### src/design/int_exec_pkg.sv
package int_exec_pkg;

    // Register port map, word offsets on a 4-bit byte address
    localparam logic [3:0]  ADDR_FRAME        = 4'h0;
    localparam logic [3:0]  ADDR_RENAME       = 4'h4;
    localparam logic [3:0]  ADDR_FAULT        = 4'h8;

    // Frame word field positions
    localparam int          FRAME_SOF_LSB     = 0;
    localparam int          FRAME_SOL_LSB     = 8;
    localparam int          FRAME_SOR_LSB     = 16;
    // Rename word field positions
    localparam int          RENAME_GR_LSB     = 0;
    localparam int          RENAME_FR_LSB     = 8;
    localparam int          RENAME_PR_LSB     = 16;
    // Fault word bit positions
    localparam int          FAULT_ILLEGAL_BIT = 0;
    localparam int          FAULT_RESERVED_BIT = 1;
    localparam int          FAULT_SPILL_BIT   = 2;

    // Frame limits and field shifts
    localparam logic [8:0]  MAX_FRAME         = 9'h060;
    localparam int          ROT_SHIFT         = 3;
    localparam logic [7:0]  STACKED_BASE      = 8'h20;

    // Reset values
    localparam logic [6:0]  RST_SIZE          = 7'h00;
    localparam logic [3:0]  RST_SOR           = 4'h0;
    localparam logic [6:0]  RST_RRB           = 7'h00;
    localparam logic [5:0]  RST_RRB_PR        = 6'h00;
    localparam logic [2:0]  RST_FAULT         = 3'h0;

    typedef enum logic [1:0] {
        OP_POINTER_ADD_32   = 2'h0,
        OP_AND              = 2'h1,
        OP_AND_WITH_INVERSE = 2'h2,
        OP_ALLOC            = 2'h3
    } op_t;

    typedef enum logic [1:0] {
        ST_IDLE  = 2'h1,
        ST_SPILL = 2'h2
    } state_t;

    typedef struct packed {
        logic [63:0] value;
        logic        nat;
    } gr_t;

    typedef struct packed {
        logic        valid;
        op_t         op;
        logic        imm_form;
        logic        qualifying_predicate;
        gr_t         src_a;
        gr_t         src_b;
        logic [13:0] short_immediate;
        logic [7:0]  byte_immediate;
        logic [6:0]  dest;
        logic [6:0]  n_in;
        logic [6:0]  n_loc;
        logic [6:0]  n_out;
        logic [6:0]  n_rot;
    } issue_t;

    typedef struct packed {
        logic [6:0] sof;
        logic [6:0] sol;
        logic [3:0] sor;
    } frame_t;

    typedef struct packed {
        logic [6:0] gr;
        logic [6:0] fr;
        logic [5:0] pr;
    } rename_t;

    typedef struct packed {
        logic       valid;
        logic [6:0] dest;
        gr_t        data;
    } wb_t;

    typedef struct packed {
        logic       illegal;
        logic       reserved;
        logic       spill;
    } fault_t;

    typedef struct packed {
        state_t      state;
        logic        ready;
        frame_t      current_frame_marker;
        rename_t     rename;
        frame_t      pend_frame;
        logic [6:0]  pend_dest;
        logic [63:0] pend_pfs;
        fault_t      sticky;
        fault_t      fault;
        wb_t         wb;
        logic        alat_valid;
        logic [7:0]  alat_delta;
        logic        spill_req;
        logic [7:0]  spill_need;
        logic [31:0] rdata;
    } exec_state_t;

endpackage : int_exec_pkg

### src/design/int_exec_ptr_logic_frame.sv
`timescale 1ns/10ps

// Functional notes
// - Pointer add zeroes sum bits 63:32
// - Then copies operand bits 31:30 to 62:61
// - First operand register or sign-extended short immediate
// - Result token ORs both operand tokens
// - AND writes bitwise AND, byte immediate form
// - AND-with-inverse ANDs first with inverted second
// - Alloc writes previous state, clears token
// - New frame used by alloc write onward
// - Alloc ignores qualifying predicate
// - Frame sizes from inputs, locals, outputs, rotating
// - Illegal fault on oversize or inconsistent frame
// - Reserved fault changing rotating size with renames
// - Alloc stalls until spills free registers
// - Advanced load table told size change first
module int_exec_ptr_logic_frame (
    // Clock and reset
    input  wire logic                 clk_sys_in,
    input  wire logic                 rst_in,
    // Issue
    input  wire int_exec_pkg::issue_t issue_in,
    input  wire logic [63:0]          prev_state_in,
    output logic                      issue_ready_out,
    // Write-back
    output int_exec_pkg::wb_t         wb_out,
    // Faults, one-cycle pulses
    output int_exec_pkg::fault_t      fault_out,
    // Advanced load table notify
    output logic                      alat_valid_out,
    output logic [7:0]                alat_delta_out,
    // Register stack engine
    input  wire logic [6:0]           free_regs_in,
    input  wire logic                 spill_fault_in,
    output logic                      spill_req_out,
    output logic [7:0]                spill_need_out,
    // Frame marker
    output int_exec_pkg::frame_t      frame_out,
    output int_exec_pkg::rename_t     rename_out,
    // Register port
    input  wire logic [3:0]           reg_addr_in,
    input  wire logic [31:0]          reg_wdata_in,
    input  wire logic                 reg_wr_in,
    input  wire logic                 reg_rd_in,
    output logic [31:0]               reg_rdata_out
);

    ////////////////////////////////////////////////////////////////////////////
    int_exec_pkg::exec_state_t s;
    int_exec_pkg::exec_state_t next_s;

    logic [63:0] opnd_a;
    logic        opnd_a_nat;
    logic [63:0] sum;
    logic [63:0] logic_res;
    logic [8:0]  tmp_sof;
    logic [8:0]  tmp_sol;
    logic [3:0]  tmp_sor;
    logic        bad_frame;
    logic        bad_dest;
    logic        bad_rot;
    logic [7:0]  growth;
    logic        short_of_regs;

    ////////////////////////////////////////////////////////////////////////////
    // Helpers
    // Frame size change; two's complement so a shrink reads negative
    function automatic logic [7:0] size_delta(input logic [6:0] new_size,
                                              input logic [6:0] old_size);
        size_delta = 8'(new_size) - 8'(old_size);
    endfunction : size_delta

    // Sign extension of the short immediate
    function automatic logic [63:0] widen_short(input logic [13:0] imm);
        widen_short = {{50{imm[13]}}, imm};
    endfunction : widen_short

    // Sign extension of the byte immediate
    function automatic logic [63:0] widen_byte(input logic [7:0] imm);
        widen_byte = {{56{imm[7]}}, imm};
    endfunction : widen_byte

    // Upper half cleared first, region bits copied in after
    // Carry out of bit 31 is lost to the clear on purpose
    function automatic logic [63:0] pointer_result(input logic [31:0] low,
                                                   input logic [1:0]  region);
        pointer_result        = 64'h0000_0000_0000_0000;
        pointer_result[31:0]  = low;
        pointer_result[62:61] = region;
    endfunction : pointer_result

    // Any rename base away from its reset value
    function automatic logic rename_active(input int_exec_pkg::rename_t rb);
        rename_active = (rb.gr != int_exec_pkg::RST_RRB)
                     || (rb.fr != int_exec_pkg::RST_RRB)
                     || (rb.pr != int_exec_pkg::RST_RRB_PR);
    endfunction : rename_active

    ////////////////////////////////////////////////////////////////////////////
    // Operand selection and arithmetic
    always_comb begin
        if (issue_in.imm_form) begin
            if (issue_in.op == int_exec_pkg::OP_POINTER_ADD_32) begin
                opnd_a = widen_short(issue_in.short_immediate);
            end else begin
                opnd_a = widen_byte(issue_in.byte_immediate);
            end
            opnd_a_nat = 1'b0;
        end else begin
            opnd_a     = issue_in.src_a.value;
            opnd_a_nat = issue_in.src_a.nat;
        end
        sum = opnd_a + issue_in.src_b.value;
        if (issue_in.op == int_exec_pkg::OP_AND_WITH_INVERSE) begin
            logic_res = opnd_a & ~issue_in.src_b.value;
        end else begin
            logic_res = opnd_a & issue_in.src_b.value;
        end
    end

    // Frame sizing, kept at 9 bits so oversize sums are not wrapped
    always_comb begin
        tmp_sof = 9'(issue_in.n_in) + 9'(issue_in.n_loc) + 9'(issue_in.n_out);
        tmp_sol = 9'(issue_in.n_in) + 9'(issue_in.n_loc);
        tmp_sor = issue_in.n_rot[6:int_exec_pkg::ROT_SHIFT];
        bad_frame = (tmp_sof > int_exec_pkg::MAX_FRAME)
                 || (9'(issue_in.n_rot) > tmp_sof)
                 || (tmp_sol > tmp_sof);
        // Register zero is read-only; stacked registers start at the base
        bad_dest = (issue_in.dest == 7'h00)
                || (10'(issue_in.dest) >= 10'(int_exec_pkg::STACKED_BASE) + 10'(tmp_sof));
        bad_rot = (tmp_sor != s.current_frame_marker.sor)
               && rename_active(s.rename);
    end

    // Growth of the pending frame; negative values never need spills
    always_comb begin
        growth        = size_delta(s.pend_frame.sof, s.current_frame_marker.sof);
        short_of_regs = ($signed(growth) > $signed({1'b0, free_regs_in}));
    end

    ////////////////////////////////////////////////////////////////////////////
    // Next-state logic
    always_comb begin
        next_s            = s;
        next_s.wb         = '0;
        next_s.fault      = '0;
        next_s.alat_valid = 1'b0;
        next_s.rdata      = 32'h0000_0000;

        case (s.state)
            int_exec_pkg::ST_IDLE: begin
                if (issue_in.valid && s.ready) begin
                    if (issue_in.op == int_exec_pkg::OP_ALLOC) begin
                        // No predicate test: alloc always runs
                        if (bad_frame || bad_dest) begin
                            next_s.fault.illegal = 1'b1;
                        end else if (bad_rot) begin
                            next_s.fault.reserved = 1'b1;
                        end else begin
                            next_s.pend_frame.sof = tmp_sof[6:0];
                            next_s.pend_frame.sol = tmp_sol[6:0];
                            next_s.pend_frame.sor = tmp_sor;
                            next_s.pend_dest      = issue_in.dest;
                            next_s.pend_pfs       = prev_state_in;
                            // Notify precedes any commit of the marker
                            next_s.alat_valid = 1'b1;
                            next_s.alat_delta = size_delta(tmp_sof[6:0], s.current_frame_marker.sof);
                            next_s.state      = int_exec_pkg::ST_SPILL;
                        end
                    end else if (issue_in.qualifying_predicate) begin
                        next_s.wb.valid = 1'b1;
                        next_s.wb.dest  = issue_in.dest;
                        next_s.wb.data.nat = opnd_a_nat | issue_in.src_b.nat;
                        if (issue_in.op == int_exec_pkg::OP_POINTER_ADD_32) begin
                            next_s.wb.data.value = pointer_result(sum[31:0],
                                                                  issue_in.src_b.value[31:30]);
                        end else begin
                            next_s.wb.data.value = logic_res;
                        end
                    end
                end
            end
            int_exec_pkg::ST_SPILL: begin
                if (spill_fault_in) begin
                    // Frame stays as it was when a spill store faults
                    next_s.fault.spill = 1'b1;
                    next_s.state       = int_exec_pkg::ST_IDLE;
                end else if (!short_of_regs) begin
                    next_s.current_frame_marker = s.pend_frame;
                    next_s.wb.valid      = 1'b1;
                    next_s.wb.dest       = s.pend_dest;
                    next_s.wb.data.value = s.pend_pfs;
                    next_s.wb.data.nat   = 1'b0;
                    next_s.state         = int_exec_pkg::ST_IDLE;
                end
            end
            default: begin
                next_s.state = int_exec_pkg::ST_IDLE;
            end
        endcase

        // Stall: no issue while spills are pending
        next_s.spill_req  = (next_s.state == int_exec_pkg::ST_SPILL);
        next_s.spill_need = (next_s.state == int_exec_pkg::ST_SPILL)
                          ? size_delta(next_s.pend_frame.sof, next_s.current_frame_marker.sof)
                          : 8'h00;
        next_s.ready      = (next_s.state == int_exec_pkg::ST_IDLE);

        // Register writes; an alloc commit in the same cycle wins the frame
        if (reg_wr_in) begin
            case (reg_addr_in)
                int_exec_pkg::ADDR_FRAME: begin
                    if (s.state == int_exec_pkg::ST_IDLE) begin
                        next_s.current_frame_marker.sof = reg_wdata_in[int_exec_pkg::FRAME_SOF_LSB +: 7];
                        next_s.current_frame_marker.sol = reg_wdata_in[int_exec_pkg::FRAME_SOL_LSB +: 7];
                        next_s.current_frame_marker.sor = reg_wdata_in[int_exec_pkg::FRAME_SOR_LSB +: 4];
                    end
                end
                int_exec_pkg::ADDR_RENAME: begin
                    next_s.rename.gr = reg_wdata_in[int_exec_pkg::RENAME_GR_LSB +: 7];
                    next_s.rename.fr = reg_wdata_in[int_exec_pkg::RENAME_FR_LSB +: 7];
                    next_s.rename.pr = reg_wdata_in[int_exec_pkg::RENAME_PR_LSB +: 6];
                end
                int_exec_pkg::ADDR_FAULT: begin
                    if (reg_wdata_in[int_exec_pkg::FAULT_ILLEGAL_BIT]) begin
                        next_s.sticky.illegal = 1'b0;
                    end
                    if (reg_wdata_in[int_exec_pkg::FAULT_RESERVED_BIT]) begin
                        next_s.sticky.reserved = 1'b0;
                    end
                    if (reg_wdata_in[int_exec_pkg::FAULT_SPILL_BIT]) begin
                        next_s.sticky.spill = 1'b0;
                    end
                end
                default: begin
                end
            endcase
        end
        // Set after clear so a same-cycle fault is never lost
        next_s.sticky = next_s.sticky | next_s.fault;

        if (reg_rd_in) begin
            case (reg_addr_in)
                int_exec_pkg::ADDR_FRAME: begin
                    next_s.rdata[int_exec_pkg::FRAME_SOF_LSB +: 7] = s.current_frame_marker.sof;
                    next_s.rdata[int_exec_pkg::FRAME_SOL_LSB +: 7] = s.current_frame_marker.sol;
                    next_s.rdata[int_exec_pkg::FRAME_SOR_LSB +: 4] = s.current_frame_marker.sor;
                end
                int_exec_pkg::ADDR_RENAME: begin
                    next_s.rdata[int_exec_pkg::RENAME_GR_LSB +: 7] = s.rename.gr;
                    next_s.rdata[int_exec_pkg::RENAME_FR_LSB +: 7] = s.rename.fr;
                    next_s.rdata[int_exec_pkg::RENAME_PR_LSB +: 6] = s.rename.pr;
                end
                int_exec_pkg::ADDR_FAULT: begin
                    next_s.rdata[int_exec_pkg::FAULT_ILLEGAL_BIT]  = s.sticky.illegal;
                    next_s.rdata[int_exec_pkg::FAULT_RESERVED_BIT] = s.sticky.reserved;
                    next_s.rdata[int_exec_pkg::FAULT_SPILL_BIT]    = s.sticky.spill;
                end
                default: begin
                end
            endcase
        end
    end

    ////////////////////////////////////////////////////////////////////////////
    always_ff @(posedge clk_sys_in or posedge rst_in) begin
        if (rst_in) begin
            s                          <= '0;
            s.state                    <= int_exec_pkg::ST_IDLE;
            s.ready                    <= 1'b1;
            s.current_frame_marker.sof <= int_exec_pkg::RST_SIZE;
            s.current_frame_marker.sol <= int_exec_pkg::RST_SIZE;
            s.current_frame_marker.sor <= int_exec_pkg::RST_SOR;
            s.rename.gr                <= int_exec_pkg::RST_RRB;
            s.rename.fr                <= int_exec_pkg::RST_RRB;
            s.rename.pr                <= int_exec_pkg::RST_RRB_PR;
            s.sticky                   <= int_exec_pkg::RST_FAULT;
        end else begin
            s <= next_s;
        end
    end

    ////////////////////////////////////////////////////////////////////////////
    always_comb begin
        issue_ready_out = s.ready;
        wb_out          = s.wb;
        fault_out       = s.fault;
        alat_valid_out  = s.alat_valid;
        alat_delta_out  = s.alat_delta;
        spill_req_out   = s.spill_req;
        spill_need_out  = s.spill_need;
        frame_out       = s.current_frame_marker;
        rename_out      = s.rename;
        reg_rdata_out   = s.rdata;
    end

endmodule : int_exec_ptr_logic_frame

### config.mk
export PLATFORM = sky130hd
export DESIGN_NAME = int_exec_ptr_logic_frame
export DESIGN_NICKNAME = d
export VERILOG_FILES = /design/src/design/int_exec_pkg.sv /design/src/design/int_exec_ptr_logic_frame.sv
export SDC_FILE = /design/constraint.sdc
export NUM_CORES = 1
export LEC_CHECK = 0
export ABC_AREA = 1
export BUFFER_PORTS_ARGS = -buffer_cell sky130_fd_sc_hd__buf_2
export CAP_MARGIN = 10
export CORE_AREA = 2 2 182 184
export CTS_BUF_LIST = sky130_fd_sc_hd__clkbuf_16
export CTS_CLUSTER_DIAMETER = 120
export DETAILED_ROUTE_END_ITERATION = 12
export DIE_AREA = 0 0 184 186
export GPL_ROUTABILITY_DRIVEN = 0
export PLACE_DENSITY = 0.77
export SLEW_MARGIN = 0
export SYNTH_ARGS = -nofsm -noshare
export SYNTH_HDL_FRONTEND = slang
export SYNTH_SLANG_ARGS = --single-unit
### constraint.sdc
create_clock -name clk_sys_in -period 22.7 [get_ports clk_sys_in]
set_clock_uncertainty 0.2 [all_clocks]
set_input_delay 2.27 -clock clk_sys_in [delete_from_list [all_inputs] [get_ports clk_sys_in]]
set_output_delay 2.27 -clock clk_sys_in [all_outputs]
set_load 0.03 [all_outputs]
==> impl_metrics.csv <==
group,metric,value,unit
clocking,hold_buffers,0,
floorplanning,die_h,186,um
timing,hold_viol,0,
min_path,whs_path_depth,2,
power,comb_power_share,39.4,%
clocking,cts-resized-gates,0,
worst_setup_path,regToRegSetupSlack,17.10,ns
floorplanning,core_area,32210,sq um
floorplanning,start_util,51.18,%
power,switchingPower,637.7,uW
min_path,hold_start,"s[154]",
detailed_routing,wirelength,53.04,mm
cells_and_area,most-common-layout-cells,"615 x nand2_1, 444 x buf_2, 245 x dfrtp_1",
yosys,yosys_warnings,0,
worst_setup_path,crit_path_frequent_cell,"nor2_1",
floorplanning,fp.dieArea,34220,sq um
placed_design,hpwl,39.96,mm
cells_and_area,stdcell_count,2881,
cells_and_area,nFillCells,3002,
clocking,cts_tree,"done",
floorplanning,io_pins,469,
global_route,grt_pass1_vias,15220,
timing,setup_tns,0,ns
clocking,cts_num_sinks,247,
yosys,async_flop_share,100.0,%
yosys,synth_flop_cell,"dfrtp_1",
worst_setup_path,slowest_stage,"nand4_4",
yosys,yosys.area.top_type,"dfrtp_1",
placed_design,place_inst,2827,
detailed_routing,firstDrtPassIters,9,
yosys,synthCells,2194,
timing,period_minus_slack,8.042,ns
detailed_routing,ant_nets,0,
yosys,syn_area,16480,sq um
worst_setup_path,r2r-start,"frame_out[11]",
timing,max_freq,124.3,MHz
yosys,synth.area.top_cells,"dfrtp_1 37%, nand2_1 14%, buf_4 7.7%, ha_1 7.4%, o21ai_0 4.8%",
power,p_per_area,83.86,nW/um^2
cells_and_area,multi_input_area,8041,sq um
cells_and_area,final_area,18660,sq um
power,sequentialPowerShare,33.9,%
timing,worst_slew_pin_slew,1.099,ns
status,status,"complete, no violations",
worst_setup_path,slowest_delay,0.53,ns
clocking,post-cts-setup-buffer-count,0,
floorplanning,num_rows,66,
timing,slew_violations,0,
power,clock_power_share,26.7,%
timing,relSlewSlack,26.18,%
min_path,hold_end,"s[154]",
worst_setup_path,cp.arrival,8.30,ns
detailed_routing,vias,15930,
worst_setup_path,path_class,"in2reg",
detailed_routing,first_iter_violations,1516,
placed_design,io_buffer_count,444,
cells_and_area,regArea,6183,sq um
global_route,grt_pass1_wl,80.06,mm
global_route,grt_max_degree,100,
floorplanning,dieWidth,184,um
cells_and_area,area_delta_synth_final,13.19,%
yosys,ys_ff_latch,247,
clocking,clk_latency,0.55,ns
worst_setup_path,path_delay_family,"simple AND/OR/NAND/NOR gates",
worst_setup_path,required,22.96,ns
clocking,h-tree-depth,1,
placed_design,placed_area,17810,sq um
worst_setup_path,reg2reg_to,"spill_need_out[7]",
timing,period_share,35.43,%
worst_setup_path,crit_buf_inv,2,
yosys,ys_seq_area_share,37.52,%
worst_setup_path,worst-path-max-fanout,41,
clocking,clk_pin_slew,0.06,ns
detailed_routing,drt-wirelength-per-cell,18.41,um
power,swShare,40.76,%
timing,setup_violations,0,
cells_and_area,nets,2856,
clocking,cts_buffers,28,
timing,rsz0062_at_grt,"false",
worst_setup_path,critPathLaunchType,"primary input",
global_route,track_usage,30.05,%
cells_and_area,final_layout_size_suffix_gt1_share,21.56,%
global_route,antenna_found_initial,10,
yosys,post-synth-top-area-fraction,37.20,%
clocking,cts_root_buf,"clkbuf_16",
power,intPower,926.8,uW
worst_setup_path,reg2reg_depth,29,
yosys,synth_edf_count,0,
clocking,clk_path_buf_depth,3,
power,max-vdd-ir-drop,0.07360,mV
min_path,worstHoldPathType,"reg2reg",
detailed_routing,routed_via_density,5.530,
detailed_routing,drc,0,
yosys,synth.distinct_cells,49,
global_route,overflow,0,
yosys,synth_area_per_cell,7.512,sq um
job,max_cap_viol_count,0,
power,p_leak,10.21,nW
worst_setup_path,end_kind,"flip-flop",
cells_and_area,final_common_cell,"nand2_1",
==> power by group through the flow <==
| stage | clock network, mW | registers (mW) | logic (mW) |
|---|---|---|---|
| 3_3_place_gp | 0 | 0.535 | 0.585 |
| 3_5_place_dp | 0 | 0.537 | 0.605 |
| 4_1_cts | 0.429 | 0.529 | 0.609 |
| 6_report | 0.418 | 0.530 | 0.616 |
| 5_1_grt | 0.445 | 0.534 | 0.678 |
| 2_1_floorplan | 0 | 0.521 | 0.471 |
==> worst min-delay path, stage by stage (launching register included) <==
cell     delay [ns]
dfrtp_1        0.34
nand2_1        0.05
nand2_1        0.06
==> Yosys cell counts, types with 3 or more instances <==
cell type  count
inv_1        186
buf_6          4
nand4_1       17
dfrtp_1      245
clkbuf_1      63
o211ai_1      13
a211oi_1       3
nor4_1         8
buf_4        170
a21o_1        10
nand3_1      106
o221ai_1       3
nor2_1       144
buf_2          3
xnor2_1       36
inv_2          4
or2_2          7
o22ai_1        8
mux2_2         7
nand2_1      615
a21oi_1      152
o21a_1         5
ha_1          97
a32oi_1        6
buf_1          6
o41ai_1        8
a31o_2         4
xor2_1        22
o21ai_1       13
o21ai_0      158
nor3_1        24
fa_1           6
a31oi_1        9
o21bai_1       6
o31ai_1        7
==> through the flow <==
stage | util [%] | setup slack, ns | total power [mW] | hold WS [ns]
3_5_place_dp | 55.29 | 14.30 | 1.141 | 0.2650
6_report | 57.93 | 14.66 | 1.565 | 0.2790
5_1_grt | 57.92 | 14.16 | 1.657 | 0.2939
3_3_place_gp | 55.29 | 14.39 | 1.120 | 0.2541
4_1_cts | 57.89 | 14.85 | 1.566 | 0.2791
2_1_floorplan | - | 13.45 | 0.9929 | 0.2467
==> cell type report <==
| cell class | count | share of cell area [%] |
|---|---|---|
| tap | 408 | 2.736 |
| inverter | 192 | 3.903 |
| clock buffer | 28 | 3.756 |
| sequential | 247 | 33.14 |
| multi-input combinational | 1520 | 43.10 |
| antenna | 5 | 0.06706 |
| clock inverter | 21 | 0.7377 |
| timing repair buffer | 460 | 12.55 |
==> sequential cells by signal, indices dropped and copies added, names as in the netlist <==
register and cells:
s 94, wb_out 73, reg_rdata_out 20, rename_out 20, frame_out 18, alat_delta_out 8
spill_need_out 8, fault_out 3, alat_valid_out 1, issue_ready_out 1, spill_req_out 1
==> cell families (layout without fill, tap and decap cells) <==
logic type,Yosys count,after routing,share of synthesized area [%]
compound gates,411,411,13.88
xor+xnor,58,58,3.082
fa+ha+maj,103,103,8.092
buf+inv,438,701,14.05
flops,247,247,37.52
mux,7,7,0.4783
other cells,1,17,0.02275
simple gates,929,929,22.88
==> how the worst max path moves through the flow <==
stage | from | endpoint | depth (start not counted)
detailed placement | issue_in[14] | spill_need_out[7] | 32
CTS | issue_in[14] | spill_need_out[7] | 32
global route | issue_in[14] | spill_need_out[7] | 32
finish | issue_in[14] | spill_need_out[7] | 31
global placement | issue_in[14] | s[146] | 24
floorplan | rst_in | alat_delta_out[0] | 1
==> metal layers <==
metal / global-route usage [%] / vias to the layer above / routed length (um) / part of all wire, %
li1: - / 7507 / - / -
met1: 35.49 / 7362 / 19520 / 37
met2: 50.34 / 868 / 25160 / 47
met3: 6.907 / 188 / 5042 / 9.5
met4: 17.57 / 8 / 3267 / 6.2
met5: 0 / - / 46 / 0.087
(Power assumes the default switching activity.)
